$ cat src/rtl/bgc_defs.svh
`ifndef BGC_DEFS_SVH
`define BGC_DEFS_SVH

// register byte addresses on the apb side
`define GC_ADDR_CTRL        12'h000
`define GC_ADDR_CLKMASK     12'h004
`define GC_ADDR_STATUS      12'h008
`define GC_ADDR_DEVCAP      12'h094

// control register field positions
`define GC_ACTION_HI        22
`define GC_ACTION_LO        20
`define GC_LOOKAHEAD_BIT    19
`define GC_STANDBY_HI       18
`define GC_STANDBY_LO       16
`define GC_DEEP_IDLE_HI     15
`define GC_DEEP_IDLE_LO     13

// device capabilities mirror positions
`define CAP_STANDBY_HI      8
`define CAP_STANDBY_LO      6
`define CAP_DEEP_IDLE_HI    11
`define CAP_DEEP_IDLE_LO    9

// reset values
`define GC_STANDBY_RST      3'h0
`define GC_DEEP_IDLE_RST    3'h0
`define GC_LOOKAHEAD_RST    1'b0
`define GC_ACTION_FIXED     3'h0
`define GC_CLKMASK_RST      8'h00

// slot power action codes
`define ACT_IGNORE          3'h0
`define ACT_PIN             3'h1
`define ACT_CLK_OFF         3'h2
`define ACT_CLK_OFF_PIN     3'h3
`define ACT_UR              3'h4

// status register field positions
`define ST_PIN_BIT          0
`define ST_CLK_LO           8
`define ST_URCNT_LO         16

`endif

$ cat src/rtl/bgc_pkg.sv
package bgc_pkg;

  // one apb request as seen in the access phase
  typedef struct packed {
    logic [11:0] addr;
    logic        write;
    logic [31:0] wdata;
    logic [3:0]  strb;
  } apb_req_t;

  // software-visible fields of the general control register
  typedef struct packed {
    logic       read_lookahead_off;
    logic [2:0] standby_exit_limit;
    logic [2:0] deep_idle_exit_limit;
  } gen_ctrl_t;

  // kinds of transaction offered to the ur check
  typedef enum logic [2:0] {
    TXN_MEM,
    TXN_IO,
    TXN_CFG0,
    TXN_CFG1,
    TXN_MSG_SLOT_PWR,
    TXN_MSG_OTHER
  } txn_kind_t;

  // apb answer sequencing
  typedef enum logic [1:0] {
    AP_IDLE,
    AP_WAIT,
    AP_DONE
  } apb_state_t;

endpackage

$ cat src/rtl/exit_limit_decode.sv
`timescale 1ns/10ps
// turns a 3-bit exit latency code into its lower bound in ns
module exit_limit_decode
  import bgc_pkg::*;
#(
  parameter bit DEEP = 1'b0  // 0: standby table, 1: deep idle table
) (
  input  wire logic [2:0]  code,
  output logic      [16:0] floor_ns
);

  // lower bound of each band; code 7 means above the last bound
  always_comb begin
    floor_ns = 17'h0_0000;
    case ({DEEP, code})
      4'h1:    floor_ns = 17'd64;
      4'h2:    floor_ns = 17'd128;
      4'h3:    floor_ns = 17'd256;
      4'h4:    floor_ns = 17'd512;
      4'h5:    floor_ns = 17'd1000;
      4'h6:    floor_ns = 17'd2000;
      4'h7:    floor_ns = 17'd4000;
      4'h9:    floor_ns = 17'd1000;
      4'hA:    floor_ns = 17'd2000;
      4'hB:    floor_ns = 17'd4000;
      4'hC:    floor_ns = 17'd8000;
      4'hD:    floor_ns = 17'd16000;
      4'hE:    floor_ns = 17'd32000;
      4'hF:    floor_ns = 17'd64000;
      default: floor_ns = 17'h0_0000;
    endcase
  end

endmodule // exit_limit_decode

$ cat src/rtl/fetch_span_calc.sv
`timescale 1ns/10ps
// number of dwords a burst read fetches from its start address
module fetch_span_calc
  import bgc_pkg::*;
#(
  parameter int LINE_DW = 8  // cache line length in dwords
) (
  input  wire logic       lookahead_off,
  input  wire logic [7:0] start_dw,
  output logic      [7:0] span_dw
);

  // offset of the start dword inside its cache line
  logic [7:0] line_pos;

  assign line_pos = start_dw % 8'(LINE_DW);

  // single dword when look-ahead is off, else up to the line boundary
  assign span_dw = lookahead_off ? 8'h01 : 8'(LINE_DW) - line_pos;

endmodule // fetch_span_calc

$ cat src/rtl/bridge_general_control_fields.sv
// Added by the designer: the placing of the registers and the APB interface to the registers.
`timescale 1ns/10ps
`include "bgc_defs.svh"
module bridge_general_control_fields
  import bgc_pkg::*;
#(
  parameter int LINE_DW = 8  // cache line length in dwords
) (
  input  wire logic        MCLK,
  input  wire logic        RST,
  input  wire logic        PSEL,
  input  wire logic        PENABLE,
  input  wire logic        PWRITE,
  input  wire logic [11:0] PADDR,
  input  wire logic [31:0] PWDATA,
  input  wire logic [3:0]  PSTRB,
  output logic             PREADY,
  output logic      [31:0] PRDATA,
  output logic             PSLVERR,
  input  wire logic        SLOT_POWER_SHORT,
  input  wire logic        TXN_VALID,
  input  wire logic [2:0]  TXN_KIND,
  input  wire logic        BURST_REQ,
  input  wire logic [7:0]  BURST_START_DW,
  output logic             POWER_OVERRIDE_PIN,
  output logic      [7:0]  SEC_CLK_OFF,
  output logic             TXN_DONE,
  output logic             TXN_UR,
  output logic             FETCH_VALID,
  output logic      [7:0]  FETCH_DWORDS,
  output logic      [16:0] STANDBY_LIMIT_NS,
  output logic      [16:0] DEEP_IDLE_LIMIT_NS
);

  // ---------------------------------------------------------------
  // apb request capture and decode
  // ---------------------------------------------------------------
  apb_req_t   req;            // bundled access-phase request
  apb_state_t ap_state;       // answer sequencer state
  apb_state_t next_ap_state;  // its next value

  assign req = '{addr: PADDR, write: PWRITE, wdata: PWDATA, strb: PSTRB};

  // address hits
  logic hit_ctrl;     // general control register
  logic hit_clkmask;  // secondary clock mask register
  logic hit_status;   // status register
  logic hit_devcap;   // device capabilities mirror
  logic hit_any;      // any mapped register

  assign hit_ctrl    = (req.addr == `GC_ADDR_CTRL);
  assign hit_clkmask = (req.addr == `GC_ADDR_CLKMASK);
  assign hit_status  = (req.addr == `GC_ADDR_STATUS);
  assign hit_devcap  = (req.addr == `GC_ADDR_DEVCAP);
  assign hit_any     = hit_ctrl | hit_clkmask | hit_status | hit_devcap;

  // access phase seen, and the edge where it completes
  logic in_access;  // psel and penable both high
  logic complete;   // pready high at this edge
  logic wr_commit;  // write takes effect now

  assign in_access = PSEL & PENABLE;
  assign complete  = in_access & PREADY;
  assign wr_commit = complete & req.write & hit_any;

  // answer sequencer: one wait cycle, then ready for one cycle
  always_comb begin
    next_ap_state = ap_state;
    case (ap_state)
      AP_IDLE: begin
        // access phase just started
        if (in_access) begin
          next_ap_state = AP_WAIT;
        end
      end
      AP_WAIT: begin
        // pready is being driven high this cycle
        next_ap_state = AP_DONE;
      end
      AP_DONE: begin
        // pready back low, wait for the next access
        next_ap_state = AP_IDLE;
      end
      default: begin
        next_ap_state = AP_IDLE;
      end
    endcase
  end

  // sequencer state register
  always_ff @(posedge MCLK or posedge RST) begin
    if (RST) begin
      ap_state <= AP_IDLE;
    end else begin
      ap_state <= next_ap_state;
    end
  end

  // ---------------------------------------------------------------
  // software registers
  // ---------------------------------------------------------------
  gen_ctrl_t  ctrl;          // programmable fields
  gen_ctrl_t  next_ctrl;     // their next value
  logic [7:0] clk_mask;      // clocks chosen for gating
  logic [7:0] next_clk_mask; // its next value
  logic [2:0] slot_action;   // slot power action, hardwired

  // action field is a constant, so writes cannot reach it
  assign slot_action = `GC_ACTION_FIXED;

  // byte-lane merge of a control write; action bits dropped
  always_comb begin
    next_ctrl = ctrl;
    if (wr_commit && hit_ctrl) begin
      // byte 2 carries look-ahead and standby limit
      if (req.strb[2]) begin
        next_ctrl.read_lookahead_off = req.wdata[`GC_LOOKAHEAD_BIT];
        next_ctrl.standby_exit_limit =
          req.wdata[`GC_STANDBY_HI:`GC_STANDBY_LO];
      end
      // byte 1 carries the deep idle limit
      if (req.strb[1]) begin
        next_ctrl.deep_idle_exit_limit =
          req.wdata[`GC_DEEP_IDLE_HI:`GC_DEEP_IDLE_LO];
      end
    end
  end

  // clock mask write, low byte only
  assign next_clk_mask = (wr_commit && hit_clkmask && req.strb[0]) ?
                         req.wdata[7:0] : clk_mask;

  // register storage with documented reset codes
  always_ff @(posedge MCLK or posedge RST) begin
    if (RST) begin
      ctrl.read_lookahead_off   <= `GC_LOOKAHEAD_RST;
      ctrl.standby_exit_limit   <= `GC_STANDBY_RST;
      ctrl.deep_idle_exit_limit <= `GC_DEEP_IDLE_RST;
      clk_mask                  <= `GC_CLKMASK_RST;
    end else begin
      ctrl     <= next_ctrl;
      clk_mask <= next_clk_mask;
    end
  end

  // ---------------------------------------------------------------
  // read data views
  // ---------------------------------------------------------------
  logic [31:0] ctrl_view;    // general control as read
  logic [31:0] devcap_view;  // capability mirror as read
  logic [31:0] status_view;  // live status as read
  logic [31:0] mask_view;    // clock mask as read
  logic [31:0] rd_mux;       // selected read word
  logic [15:0] ur_count;     // ur answers given, wraps

  // control word; the action field always shows zero
  always_comb begin
    ctrl_view = 32'h0000_0000;
    ctrl_view[`GC_ACTION_HI:`GC_ACTION_LO] = slot_action;
    ctrl_view[`GC_LOOKAHEAD_BIT] = ctrl.read_lookahead_off;
    ctrl_view[`GC_STANDBY_HI:`GC_STANDBY_LO] = ctrl.standby_exit_limit;
    ctrl_view[`GC_DEEP_IDLE_HI:`GC_DEEP_IDLE_LO] = ctrl.deep_idle_exit_limit;
  end

  // capability word tracks the programmed limits directly
  always_comb begin
    devcap_view = 32'h0000_0000;
    devcap_view[`CAP_STANDBY_HI:`CAP_STANDBY_LO] =
      ctrl.standby_exit_limit;
    devcap_view[`CAP_DEEP_IDLE_HI:`CAP_DEEP_IDLE_LO] =
      ctrl.deep_idle_exit_limit;
  end

  // status word: pin, gated clocks, ur count
  always_comb begin
    status_view = 32'h0000_0000;
    status_view[`ST_PIN_BIT] = POWER_OVERRIDE_PIN;
    status_view[`ST_CLK_LO +: 8] = SEC_CLK_OFF;
    status_view[`ST_URCNT_LO +: 16] = ur_count;
  end

  assign mask_view = {24'h00_0000, clk_mask};

  // read selection; unmapped reads give zero
  assign rd_mux = hit_ctrl    ? ctrl_view   :
                  hit_clkmask ? mask_view   :
                  hit_status  ? status_view :
                  hit_devcap  ? devcap_view : 32'h0000_0000;

  // answer flops: pready, read data, error for unmapped
  always_ff @(posedge MCLK or posedge RST) begin
    if (RST) begin
      PREADY  <= 1'b0;
      PRDATA  <= 32'h0000_0000;
      PSLVERR <= 1'b0;
    end else begin
      PREADY  <= (next_ap_state == AP_WAIT);
      PSLVERR <= (next_ap_state == AP_WAIT) & ~hit_any;
      // data held stable while pready is high
      if (next_ap_state == AP_WAIT) begin
        PRDATA <= req.write ? 32'h0000_0000 : rd_mux;
      end
    end
  end

  // ---------------------------------------------------------------
  // slot power action handling
  // ---------------------------------------------------------------
  logic       pin_code;      // action asks for the pin
  logic       clk_code;      // action asks for clock gating
  logic       ur_code;       // action asks for ur answers
  logic       txn_exempt;    // config or slot power message
  logic       next_pin;      // next override pin level
  logic [7:0] next_clk_off;  // next gated clock set
  logic       next_ur;       // next ur answer

  // decode the action code
  assign pin_code = (slot_action == `ACT_PIN) |
                    (slot_action == `ACT_CLK_OFF_PIN);
  assign clk_code = (slot_action == `ACT_CLK_OFF) |
                    (slot_action == `ACT_CLK_OFF_PIN);
  assign ur_code  = (slot_action == `ACT_UR);

  // configuration type 0/1 and slot power messages pass
  assign txn_exempt = (TXN_KIND == 3'(TXN_CFG0)) |
                      (TXN_KIND == 3'(TXN_CFG1)) |
                      (TXN_KIND == 3'(TXN_MSG_SLOT_PWR));

  // every action applies only while slot power falls short
  assign next_pin     = pin_code & SLOT_POWER_SHORT;
  assign next_clk_off = (clk_code & SLOT_POWER_SHORT) ? clk_mask
                                                     : 8'h00;
  assign next_ur      = TXN_VALID & ur_code & SLOT_POWER_SHORT &
                        ~txn_exempt;

  // registered action outputs
  always_ff @(posedge MCLK or posedge RST) begin
    if (RST) begin
      POWER_OVERRIDE_PIN <= 1'b0;
      SEC_CLK_OFF        <= 8'h00;
      TXN_DONE           <= 1'b0;
      TXN_UR             <= 1'b0;
    end else begin
      POWER_OVERRIDE_PIN <= next_pin;
      SEC_CLK_OFF        <= next_clk_off;
      TXN_DONE           <= TXN_VALID;
      TXN_UR             <= next_ur;
    end
  end

  // count ur answers for software visibility
  always_ff @(posedge MCLK or posedge RST) begin
    if (RST) begin
      ur_count <= 16'h0000;
    end else if (next_ur) begin
      ur_count <= ur_count + 16'h0001;
    end
  end

  // ---------------------------------------------------------------
  // memory read look-ahead
  // ---------------------------------------------------------------
  logic [7:0] span_dw;  // dwords to fetch for this burst

  // span follows the look-ahead control bit
  fetch_span_calc #(
    .LINE_DW (LINE_DW)
  ) u_span (
    .lookahead_off (ctrl.read_lookahead_off),
    .start_dw      (BURST_START_DW),
    .span_dw       (span_dw)
  );

  // fetch length reported one cycle after the burst request
  always_ff @(posedge MCLK or posedge RST) begin
    if (RST) begin
      FETCH_VALID  <= 1'b0;
      FETCH_DWORDS <= 8'h00;
    end else begin
      FETCH_VALID <= BURST_REQ;
      if (BURST_REQ) begin
        FETCH_DWORDS <= span_dw;
      end
    end
  end

  // ---------------------------------------------------------------
  // exit latency interpretation
  // ---------------------------------------------------------------
  logic [16:0] standby_ns;    // standby band lower bound
  logic [16:0] deep_idle_ns;  // deep idle band lower bound

  // standby table: bounds from 64 ns, doubling, up to above 4 us
  exit_limit_decode #(
    .DEEP (1'b0)
  ) u_standby (
    .code     (ctrl.standby_exit_limit),
    .floor_ns (standby_ns)
  );

  // deep idle table: bounds from 1 us, doubling, up to above 64 us
  exit_limit_decode #(
    .DEEP (1'b1)
  ) u_deep_idle (
    .code     (ctrl.deep_idle_exit_limit),
    .floor_ns (deep_idle_ns)
  );

  // registered band bounds for the link power logic
  always_ff @(posedge MCLK or posedge RST) begin
    if (RST) begin
      STANDBY_LIMIT_NS   <= 17'h0_0000;
      DEEP_IDLE_LIMIT_NS <= 17'h0_0000;
    end else begin
      STANDBY_LIMIT_NS   <= standby_ns;
      DEEP_IDLE_LIMIT_NS <= deep_idle_ns;
    end
  end

endmodule // bridge_general_control_fields

$ cat config.mk
export PLATFORM = sky130hd
export DESIGN_NAME = bridge_general_control_fields
export DESIGN_NICKNAME = d
export VERILOG_FILES = /design/src/rtl/bgc_pkg.sv /design/src/rtl/exit_limit_decode.sv /design/src/rtl/fetch_span_calc.sv /design/src/rtl/bridge_general_control_fields.sv
export VERILOG_INCLUDE_DIRS = /design/src /design/src/rtl
export SDC_FILE = /design/constraint.sdc
export NUM_CORES = 1
export LEC_CHECK = 0
export ABC_AREA = 1
export ABC_CLOCK_PERIOD_IN_PS = 6200
export BUFFER_PORTS_ARGS = -buffer_cell sky130_fd_sc_hd__buf_2
export CELL_PAD_IN_SITES_DETAIL_PLACEMENT = 0
export CELL_PAD_IN_SITES_GLOBAL_PLACEMENT = 1
export CORE_MARGIN = 4
export CORE_UTILIZATION = 35
export CTS_CLUSTER_DIAMETER = 40
export CTS_CLUSTER_SIZE = 14
export DETAILED_ROUTE_END_ITERATION = 10
export PLACE_DENSITY_LB_ADDON = 0.1
export RECOVER_POWER = 50
export SKIP_CTS_REPAIR_TIMING = 1
export SLEW_MARGIN = 10
export SYNTH_ARGS = -nofsm -noshare
export SYNTH_HDL_FRONTEND = slang
export SYNTH_SLANG_ARGS = --single-unit
$ cat constraint.sdc
create_clock -name MCLK -period 6.2 [get_ports MCLK]
set_clock_uncertainty 0.15 [all_clocks]
set_input_delay 1.55 -clock MCLK [delete_from_list [all_inputs] [get_ports MCLK]]
set_output_delay 1.55 -clock MCLK [all_outputs]
set_load 0.01 [all_outputs]
Word-level counts from Yosys, hierarchy flattened
Cells that the tools add are included.

Bits in registers: 95. Output and inout bits: 88. Word-level logic and storage cells: 59. Bits of input ports: 67.

Bitwise logic cells: 9. Equal/unequal tests: 19. Add/sub/neg operators: 1. Muxes and demuxes: 10. Reduce and logical (&&, ||, !) cells: 7.

Operators with widths (number): case mux 16 bit (7 select lines) (1); case mux 12 bit (7 select lines) (1); 2-to-1 mux 20 bit (2); 2-to-1 mux 12 bit (3); equality test 3 bit (second input constant) (8); equality test 12 x 3 -> 1 bit (second input constant) (1); equality test 12 x 4 -> 1 bit (second input constant) (1); equality test 12 x 8 -> 1 bit (second input constant) (1); equality test 3 x 2 -> 1 bit (second input constant) (4); zero test 12 bit (1); 2-to-1 mux 8 bit (1); equality test 3 x 1 -> 1 bit (second input constant) (2); AND 1 bit (5); subtractor 4 x 3 -> 5 bit (first input constant) (1); equality test 2 x 1 -> 1 bit (second input constant) (2); case mux 2 bit (2 select lines) (1); AND reduction 2 bit (2); logical AND 1 bit (3); OR 1 bit (3); zero test 2 bit (1); 2-to-1 mux 2 bit (1); NOT 1 bit (1).

Depth between registers and ports, before layout
Gate-level depths: netlist of run 1.

Word-level depth: 7. Depth in mapped cells: 10. Depth with buffers taken out: 9.

Hierarchy
From an unflattened synthesis of run 1, not the netlist that was laid out.

Cells, all modules: 336. Area total of the unflattened synthesis: 3458.3 µm².

By module, submodules not included: bridge_general_control_fields (cells each 259, sequential area each 2052.0 µm², area an instance 3066.7 µm², times used 1); exit_limit_decode at u_deep_idle (cells each 34, sequential area each 0.0 µm², area an instance 155.1 µm², times used 1); exit_limit_decode at u_standby (cells each 24, sequential area each 0.0 µm², area an instance 132.6 µm², times used 1); fetch_span_calc (cells each 19, sequential area each 0.0 µm², area an instance 103.8 µm², times used 1).

Worst setup path before layout of run 1
Ideal clock, no wire load.

Path kind: input -> register. Start point: in PADDR[11]. End point: reg clk_mask[6]. Buffers on the path: 1. Stages on the path: 10. Arrival time: 2483 ps. Path slack: 3450 ps. Data required time: 5934 ps. Library setup time: 116 ps. Path through: nor2_2 nand2_2 nor2_8 nand2_4 nand3_4 and2_4 buf_12 nand2_8 nand2_2 nand2_1.

Cells in the longest elaborated chain, start to end: 7. Elaborated cells on any way between the ends: 10. Those cells by class: eq/ne: 3; bitwise: 4; reduce/logical: 3.

Ends and longest elaborated chain: from (decl) (line bridge_general_control_fields.sv:14) `input wire logic [11:0] PADDR,`; equality test 12 x 3 -> 1 bit (no source line) or zero test 12 bit (tied branches); OR 1 bit (3 in series) (line bridge_general_control_fields.sv:55) `assign hit_any = hit_ctrl | hit_clkmask | hit_status | hit_devcap;`; AND 1 bit (line bridge_general_control_fields.sv:64) `assign wr_commit = complete & req.write & hit_any;`; logical AND 1 bit * (2 in series) (line bridge_general_control_fields.sv:130) `assign next_clk_mask = (wr_commit && hit_clkmask && req.strb[0]) ?`; to (signal assigned) (line bridge_general_control_fields.sv:139) `` clk_mask <= `GC_CLKMASK_RST; ``; to (signal assigned) (line bridge_general_control_fields.sv:142) `clk_mask <= next_clk_mask;`; to (decl) (line bridge_general_control_fields.sv:104) `logic [7:0] clk_mask;`.

Mark *: on every way between the ends. The rest lies on a longest branch, timed or not. A chain may end at the register's enable or synchronous reset.

==> results of run 1 <==
==> through the flow <==
stage	total power, mW	area (sq um)	setup slack (ps)	hold WS (ps)
after floorplan	0.496	3100	2850	252
after global placement	0.501	3340	2620	264
after detailed placement	0.502	3340	2600	277
after CTS	0.892	3550	2950	286
after global routing	0.917	3530	1590	308
final	0.879	3530	2230	280
==> cells by family (layout without fill, tap and decap cells) <==
| kind of cell | after synthesis | after routing | share of synthesized area (%) |
|---|---|---|---|
| AOI/OAI and AO/OA | 33 | 33 | 7.15 |
| adders and majority gates | 1 | 1 | 0.423 |
| buffers and inverters | 72 | 129 | 14.6 |
| DFF | 66 | 66 | 55.8 |
| other | 1 | 39 | 0.127 |
| and+or+nand+nor | 127 | 127 | 21.8 |
==> worst register-to-register path: cells and delay by family (launching register included) <==
| family | cells | cell delay (ps) |
|---|---|---|
| AND/OR/NAND/NOR | 5 | 1440 |
| flip-flops | 1 | 380 |
| AO/OA/AOI/OAI | 2 | 180 |
==> power groups by stage <==
stage | Combinational [mW] | Clock, mW | Sequential, mW
floorplan | 0.0491 | 0 | 0.447
global placement | 0.0561 | 0 | 0.445
detailed placement | 0.0566 | 0 | 0.445
CTS | 0.0567 | 0.398 | 0.437
global route | 0.0630 | 0.417 | 0.437
finish | 0.0552 | 0.386 | 0.437
==> cell usage after synthesis (all sizes together) <==
cell type	count
and2	1
conb	1
nand4	2
nand3	11
o31ai	1
a21oi	3
a31oi	1
nor2	29
a22o	7
dfrtp	66
nand2	79
buf	40
clkbuf	6
a21boi	1
inv	26
ha	1
or2	1
o21ai	18
a32o	2
nor3	3
nand3b	1
==> sequential cells by signal, indices dropped and copies added (netlist names) <==
| register | cells |
|---|---|
| ap_state | 2 |
| ctrl | 7 |
| PREADY | 1 |
| PRDATA | 19 |
| TXN_DONE | 1 |
| STANDBY_LIMIT_NS | 9 |
| FETCH_DWORDS | 4 |
| FETCH_VALID | 1 |
| DEEP_IDLE_LIMIT_NS | 13 |
| PSLVERR | 1 |
| clk_mask | 8 |
==> path summary, 6_finish.rpt <==
| kind | to | from | cells after the start |
|---|---|---|---|
| worst max-delay path | PSLVERR | RST | 3 |
| worst min-delay path | ap_state[1] | ap_state[1] | 1 |
| worst max register to register | PRDATA[7] | ap_state[1] | 7 |
| worst min register to register | ap_state[1] | ap_state[1] | 1 |
| max in group MCLK | PRDATA[7] | PSEL | 9 |
| min in group asynchronous | DEEP_IDLE_LIMIT_NS[12] | RST | 2 |
==> metal layers <==
| layer | up-vias | part of all wire, % |
|---|---|---|
| li1 | 1052 | - |
| met4 | 0 | 2.0 |
| met2 | 82 | 45 |
| met5 | - | 0 |
| met1 | 952 | 45 |
| met3 | 9 | 7.7 |
==> layout make-up <==
class                           instances  area share [%]
Clock buffer                           11            4.01
Timing Repair Buffer                   89            12.1
Inverter                               26            2.77
Clock inverter                          3            1.84
Tap cell                              105            3.72
Multi-Input combinational cell        200            28.8
Sequential cell                        66            46.8
==> run summary, run 1 <==
Switch Pwr -> 0.195 mW
switch share -> 22.2%
Worst Tran Pin Value -> 1800 ps
Setup crit end kind -> asynchronous set/reset pin
ratio of cells with drive above 1 in the final layout -> 29.6%
Slew HR -> -20.3%
synth unique cells -> 32
I/O Pins -> 155
htree depth -> 3
Mapped Cells -> 300
area grow syn2layout -> 19.3%
height of the die -> 99.9 um
vias in the first global route -> 2020
pwr dens -> 249 nW/um^2
drt total wl -> 6.26 mm
status -> finished with violations
Total Routing Usage GR -> 13.1%
Setup TNS -> 0 ps
Final ANT Viol Nets -> 0
n_diodes -> 0
kind of critical path -> in2async
unrepaired setup endpoints after global routing -> no
HP Class -> reg2reg
synth top area cells -> dfrtp_1 (56%), buf_4 (9.9%), nand2_1 (8.1%), inv_1 (3.0%), o21ai_0 (2.9%)
M2 GR Usage -> 19.6%
placed cell count -> 486
largest net degree at the start of global routing -> 35
grt met3 use -> 3.89%
worst path bufs/invs -> 3
FF+latch area -> 1650 sq um
CTS tree -> done
peak supply drop -> 0.000108 V
Crit-path slowest cell -> clkbuf_1
Required @ worst endpoint -> 6150 ps
sequential fraction of design power -> 49.8%
Fmax achieved -> 252 MHz
Leakage -> 2.06 nW
Clock Sinks -> 66
Chip Width -> 99.9 um
Initial Util -> 36.0%
cell internal pwr -> 0.684 mW
Comb power frac -> 6.3%
Synth top area share -> 55.8%
max_cap viols -> 1
crit start category -> input port
first-pass GRT wire length -> 9.98 mm
CP arrival -> 3930 ps
Multi-input gate area -> 1020 sq um
synthesized area per cell -> 9.86 sq um
final hold vios -> 0
Synth Register Bits -> 66
CTS root buf -> clkbuf_8
most frequent cells in the layout -> buf_2 (73), dfrtp_1 (66), nand2_1 (64)
crit-path cells -> buf_2 -> inv_1 -> clkbuf_1
number of detailed-route iterations in the first pass -> 4
cell taking the most area after synthesis -> dfrtp_1
core area -> 8220 sq um
clock share of power -> 44.0%
fin nets -> 460
failing checks -> max-capacitance violations, max-slew violations
yosys warns -> 0
synthesized area -> 2960 sq um
Final Core Density -> 42.9%
CTS max path bufs -> 2
# setup viols final -> 0
die area -> 9990 sq um
Avg Vias per Cell -> 4.19
Finished Layout Cells -> 500
Top delay family on crit path -> buffers and inverters
# fillers -> 863
# port buffers -> 88
Worst-path clk slew -> 70 ps
post-layout min period -> 3970 ps
DR DRC count -> 0
fin crit share -> 64.1%
Worst-Skew Late Latency -> 340 ps
via count -> 2095
Initial DRC Count -> 75
Slew Viols, Final -> 35
post-DR wirelength/cell -> 12.5 um
Final HPWL DP -> 4.70 mm
most common library cell in the layout ignoring fill and taps -> buf_2
sequential share of the synthesized area -> 55.8%
CP Max Fanout -> 34
initial antenna violation count -> 0
routing usage on met1 -> 17.4%
RePlAce Congestion -> 0.748
CTS buffer count -> 9
site row count -> 33
reg2reg setup slack -> 3970 ps
max incr delay on CP -> 1370 ps
total gr overflow -> 0
layer with the highest usage -> met2
No activity file was read; power rests on OpenSTA's default activity.
==> run 2, diff against run 1 <==
ABC_AREA = 0   (was 1)
ABC_CLOCK_PERIOD_IN_PS = 3300   (was 6200)
CORE_UTILIZATION = 29   (was 35)
clock period = 3.3 ns   (was 6.2 ns; I/O delays follow)
==> run summary, run 2 <==
Required @ worst endpoint -> 3360 ps (-2790 ps)
initial antenna violation count -> 0 (unchanged)
sequential fraction of design power -> 54.1% (+4.3 points)
Avg Vias per Cell -> 4.00 (-4.6%)
Final ANT Viol Nets -> 0 (unchanged)
Setup TNS -> 0 ps (unchanged)
number of synthesized flops with an enable pin -> 0 (unchanged)
Chip Width -> 105 um (+5.3%)
area grow syn2layout -> 22.2%
reg2reg setup slack -> 1450 ps (-2520 ps)
cell internal pwr -> 1.16 mW (+70%)
die area -> 11100 sq um (+11%)
Largest Register -> PRDATA
share of flip-flops with an asynchronous set or reset -> 100% (unchanged)
Total Routing Usage GR -> 11.2% (-1.9 points)
number of detailed-route iterations in the first pass -> 3 (-1)
Hold Crit Depth -> 1 (unchanged)
clock share of power -> 39.2% (-4.8 points)
Initial Util -> 29.7% (-6.3 points)
Largest register FFs -> 19 (unchanged)
most numerous cell in the Yosys netlist -> dfrtp_1
Synth Register Bits -> 66 (unchanged)
Worst-path clk slew -> 60 ps (about the same)
fin nets -> 379 (-18%)
Clock Sinks -> 66 (unchanged)
switch share -> 23.7% (+1.5 points)
Synth top area share -> 60.2% (+4.4 points)
Setup WS pre-CTS -> 547 ps (-2050 ps)
crit start category -> input port
Comb power frac -> 6.7% (+0.4 points)
# port buffers -> 88 (unchanged)
top flop regs -> PRDATA x19, DEEP_IDLE_LIMIT_NS x13, STANDBY_LIMIT_NS x9
CTS max path bufs -> 2 (unchanged)
vias in the first global route -> 1752 (-13%)
Slew HR -> 22.3% (+43 points)
Switch Pwr -> 0.360 mW (+85%)
largest net degree at the start of global routing -> 40 (+14%)
end of the worst hold path -> ap_state[1]
Worst Setup Slack, final -> 939 ps (-1290 ps)
Fmax achieved -> 424 MHz
Finished Layout Cells -> 444 (-11%)
post-DR wirelength/cell -> 13.7 um (+9.6%)
RR Endpoint -> PRDATA[14]
pwr dens -> 454 nW/um^2 (+82%)
RR Startpoint -> ap_state[0]
synth top area cells -> dfrtp_1 (60%), buf_4 (11%), a22o_1 (5.4%), mux2_2 (3.7%), mux2_1 (3.3%)
DR DRC count -> 0 (unchanged)
I/O Pins -> 155 (unchanged)
CTS buffer count -> 9 (unchanged)
HP Class -> reg2reg
Top FF cell, synth -> dfrtp_1
Final HPWL DP -> 4.47 mm (-4.8%)
ratio of cells with drive above 1 in the final layout -> 35.9% (+6.3 points)
first-pass GRT wire length -> 9.46 mm (-5.3%)
n_diodes -> 0 (unchanged)
Hold Startpoint -> ap_state[1]
crit-path cells -> buf_2 -> nor4_2 -> and2_1 -> and4_1 -> mux2_1
unrepaired setup endpoints after global routing -> no
htree depth -> 3 (unchanged)
synthesized area per cell -> 12.5 sq um (+27%)
placed cell count -> 429 (-12%)
post-layout min period -> 2360 ps
fin crit share -> 71.6%
core area -> 9240 sq um (+12%)
most frequent cells in the layout -> buf_2 (85), dfrtp_1 (66), conb_1 (39)
synth unique cells -> 35 (+9.4%)
Initial DRC Count -> 23 (-69%)
cell taking the most area after synthesis -> dfrtp_1
CP arrival -> 2420 ps (-1510 ps)
max incr delay on CP -> 510 ps (-860 ps)
RePlAce Congestion -> 0.673 (-10%)
R2R cell count -> 6 (-1)
Worst-Skew Late Latency -> 330 ps (about the same)
Setup crit end kind -> register
kind of critical path -> in2reg
most common library cell in the layout ignoring fill and taps -> buf_2
via count -> 1775 (-15%)
max_cap viols -> 0 (-1)
# setup viols final -> 0 (unchanged)
status -> finished clean
Crit-path slowest cell -> and4_1
yosys warns -> 0 (unchanged)
CTS tree -> done
CP Max Fanout -> 8 (-76%)
synthesized area -> 2740 sq um (-7.2%)
Slew Viols, Final -> 0 (-100%)
# fillers -> 972 (+13%)
total gr overflow -> 0 (unchanged)
peak supply drop -> 0.000181 V (+67%)
height of the die -> 105 um (+5.3%)
sequential share of the synthesized area -> 60.2% (+4.4 points)
Worst Tran Pin Value -> 1160 ps (-641 ps)
drt total wl -> 6.10 mm (-2.7%)
Leakage -> 1.92 nW (-6.9%)
CTS root buf -> clkbuf_8
Mapped Cells -> 219 (-27%)
site row count -> 35 (+6.1%)
synth cell count leaders -> dfrtp_1 (66), buf_4 (39), a22o_1 (17)
final hold vios -> 0 (unchanged)
-- run 2: cell types whose count changed after synthesis, moves of 9 or more --
cell     before  now
a22o_1        7   17
nor2_1       21   12
inv_1        24   10
nand2_2      13    0
nand2_1      64    5
mux2_2        0    9
o21ai_0      17    4
-- run 2: worst max-delay path by stage --
stage	start	to	slack (ps)
detailed placement	PADDR[1]	clk_mask[2]	550
CTS	PADDR[1]	clk_mask[7]	920
floorplan	RST	DEEP_IDLE_LIMIT_NS[10]	670
finish	PADDR[1]	clk_mask[7]	940
global route	PADDR[1]	clk_mask[7]	840
global placement	PADDR[1]	clk_mask[1]	560
-- run 2: logic make-up after synthesis --
logic type / after synthesis / synth area share (%)
XOR/XNOR: 2 / 0.639
multiplexers: 17 / 6.98
adder cells (fa/ha/maj): 1 / 0.456
AND/OR/NAND/NOR: 45 / 9.71
AO/OA/AOI/OAI: 29 / 8.30
other: 1 / 0.137
buffers and inverters: 58 / 13.6
flip-flops: 66 / 60.2
-- run 2: cell type report --
class                   count  area (sq um)  share of cell area, %
multi-input cells         133           862                   25.7
repair buffers             91           468                   14.0
clock inverters             2          12.5                  0.373
well taps                 129           161                   4.82
clock buffers              13           159                   4.74
flip-flops and latches     66          1650                   49.3
inverters                  10          37.5                   1.12
-- run 2: power by group through the flow --
stage	Combinational (mW)	Clock (mW)	Sequential, mW
6_report	0.102	0.596	0.822
5_1_grt	0.116	0.666	0.823
4_1_cts	0.105	0.629	0.822
3_5_place_dp	0.105	0	0.838
3_3_place_gp	0.104	0	0.837
2_1_floorplan	0.0839	0	0.842
-- run 2: metrics by stage --
step / util, % / hold WS (ps) / power, mW / area [sq um]
detailed placement: 34.5 / 267 / 0.943 / 3190
finish: 36.3 / 280 / 1.52 / 3350
global placement: 34.5 / 268 / 0.942 / 3190
floorplan: - / 253 / 0.925 / 2890
CTS: 36.4 / 284 / 1.56 / 3360
global route: 36.3 / 313 / 1.60 / 3350
-- run 2: per-layer routing --
| layer | share of wire (%) | track usage (%) | routed length, um | up-vias |
|---|---|---|---|---|
| met2 | 51 | 18.2 | 3140 | 71 |
| met5 | 0 | 0 | 0 | - |
| met4 | 1.9 | 5.62 | 116 | 0 |
| li1 | - | - | - | 848 |
| met1 | 40 | 13.5 | 2420 | 846 |
| met3 | 6.9 | 3.49 | 423 | 10 |
-- run 2: critical path: cells and delay by family --
family,cells,cell delay (ps)
and+or+nand+nor,3,1130
buffers and inverters,1,100
muxes,1,370
==> run 3, diff against run 2 <==
ABC_CLOCK_PERIOD_IN_PS = 2100   (was 3300)
clock period = 2.1 ns   (was 3.3 ns; I/O delays follow)
==> run summary, run 3 (synthesis gave the netlist of run 2 again) <==
area grow syn2layout -> 27.0%
first-pass GRT wire length -> 9.72 mm (+2.7%)
drt total wl -> 6.07 mm (-0.38%)
Required @ worst endpoint -> 2160 ps (-1200 ps)
ratio of cells with drive above 1 in the final layout -> 39.6% (+3.7 points)
# setup viols final -> 0 (unchanged)
Worst Tran Pin Value -> 900 ps (-264 ps)
height of the die -> 105 um (unchanged)
pwr dens -> 761 nW/um^2 (+68%)
max incr delay on CP -> 320 ps (-190 ps)
top flop regs -> PRDATA x19, DEEP_IDLE_LIMIT_NS x13, STANDBY_LIMIT_NS x9
Worst-path clk slew -> 60 ps (about the same)
crit-path cells -> buf_2 -> nor4_2 -> and2_1 -> and4_1 -> buf_4 -> mux2_1
Initial Util -> 29.7% (unchanged)
vias in the first global route -> 1823 (+4.1%)
HP Class -> in2reg
total gr overflow -> 0 (unchanged)
die area -> 11100 sq um (unchanged)
htree depth -> 3 (unchanged)
I/O Pins -> 155 (unchanged)
status -> finished clean
site row count -> 35 (unchanged)
Initial DRC Count -> 13 (-43%)
Final ANT Viol Nets -> 0 (unchanged)
final hold vios -> 0 (unchanged)
n_diodes -> 0 (unchanged)
Leakage -> 2.00 nW (+4.5%)
Largest register FFs -> 19 (unchanged)
DR DRC count -> 0 (unchanged)
initial antenna violation count -> 0 (unchanged)
most common library cell in the layout ignoring fill and taps -> buf_2
unrepaired setup endpoints after global routing -> no
# fillers -> 947 (-2.6%)
CP arrival -> 1850 ps (-570 ps)
Worst Setup Slack, final -> 310 ps (-629 ps)
Avg Vias per Cell -> 4.03 (+0.83%)
Clock Sinks -> 66 (unchanged)
core area -> 9240 sq um (unchanged)
Largest Register -> PRDATA
number of detailed-route iterations in the first pass -> 3 (unchanged)
fin crit share -> 85.2%
via count -> 1834 (+3.3%)
largest net degree at the start of global routing -> 25 (-38%)
Slew HR -> 39.7% (+17 points)
kind of critical path -> in2reg
dpl cell area -> 3290 sq um (+3.3%)
post-layout min period -> 1790 ps
Worst-Skew Late Latency -> 330 ps (about the same)
CTS tree -> done
Total Routing Usage GR -> 11.4% (+0.13 points)
Final HPWL DP -> 4.59 mm (+2.7%)
Setup TNS -> 0 ps (unchanged)
CP Max Fanout -> 4 (-4)
Setup WS pre-CTS -> -74.0 ps (-621 ps)
CTS root buf -> clkbuf_8
most frequent cells in the layout -> buf_2 (86), dfrtp_1 (66), conb_1 (39)
RePlAce Congestion -> 0.653 (-3.1%)
CTS buffer count -> 9 (unchanged)
crit start category -> input port
CTS max path bufs -> 2 (unchanged)
# port buffers -> 88 (unchanged)
fin nets -> 391 (+3.2%)
Setup crit end kind -> register
Crit-path slowest cell -> mux2_1
Fmax achieved -> 559 MHz
post-route cell area -> 3480 sq um (+4.0%)
Fin Hold WS -> 151 ps (-129 ps)
post-DR wirelength/cell -> 13.3 um (-2.8%)
Slew Viols, Final -> 0 (unchanged)
max_cap viols -> 0 (unchanged)
Chip Width -> 105 um (unchanged)
peak supply drop -> 0.000295 V (+63%)
-- run 3: changes by cell type in the layout (fill, tap and decap cells not counted) --
cell / change
clkinvlp_2: +1
and2_1: +1
bufinv_16: +2
clkinv_2: -1
clkbuf_8: +1
clkinvlp_4: -1
buf_4: +12
inv_1: -1
clkbuf_2: +2
and2_0: -1
buf_12: -1
clkbuf_1: -4
buf_2: +1
-- run 3: path summary, 6_finish.rpt --
path                              from     endpoint  slack (ps)  depth (start not counted)
setup / recovery              PADDR[1]  clk_mask[6]         310                          6
hold / removal               TXN_VALID     TXN_DONE         150                          1
setup reg to reg           ap_state[0]    PRDATA[7]         400                          7
hold reg to reg            ap_state[1]  ap_state[1]         280                          1
max in group asynchronous          RST  clk_mask[6]         570                          3
min in group asynchronous          RST   PRDATA[13]         170                          2
-- run 3: metal layers --
layer | up-vias | track usage, % | part of all wire (%)
met5 | - | 0 | 0
met4 | 0 | 6.19 | 1.9
met3 | 9 | 3.43 | 7.6
met2 | 81 | 17.9 | 49
met1 | 866 | 14.0 | 42
li1 | 878 | - | -
-- run 3: where the power goes --
part           leakage, nW  switching [mW]  internal, mW  total [mW]
clock                0.115           0.447         0.753        1.20
sequential           0.908         0.00629          1.29        1.29
combinational        0.981           0.108        0.0517       0.159
-- run 3: area by class of cell --
type	count	area, sq um	area share (%)
Clock inverter	2	60.1	1.72
Inverter	10	38.8	1.11
Timing Repair Buffer	103	546	15.7
Sequential cell	66	1650	47.4
Multi-Input combinational cell	133	862	24.7
Clock buffer	12	165	4.74
Tap cell	129	161	4.63
-- run 3: worst max-delay path, delay by kind of cell --
family / cells / cell delay, ps
buf+inv: 2 / 250
mux: 1 / 320
simple gates: 3 / 750
-- run 3: through the flow --
stage / instances / utilization, % / power [mW]
detailed placement: 441 / 35.7 / 1.49
CTS: 455 / 38.1 / 2.72
global route: 455 / 37.7 / 2.77
global placement: 441 / 35.7 / 1.49
floorplan: 257 / - / 1.45
finish: 455 / 37.7 / 2.65
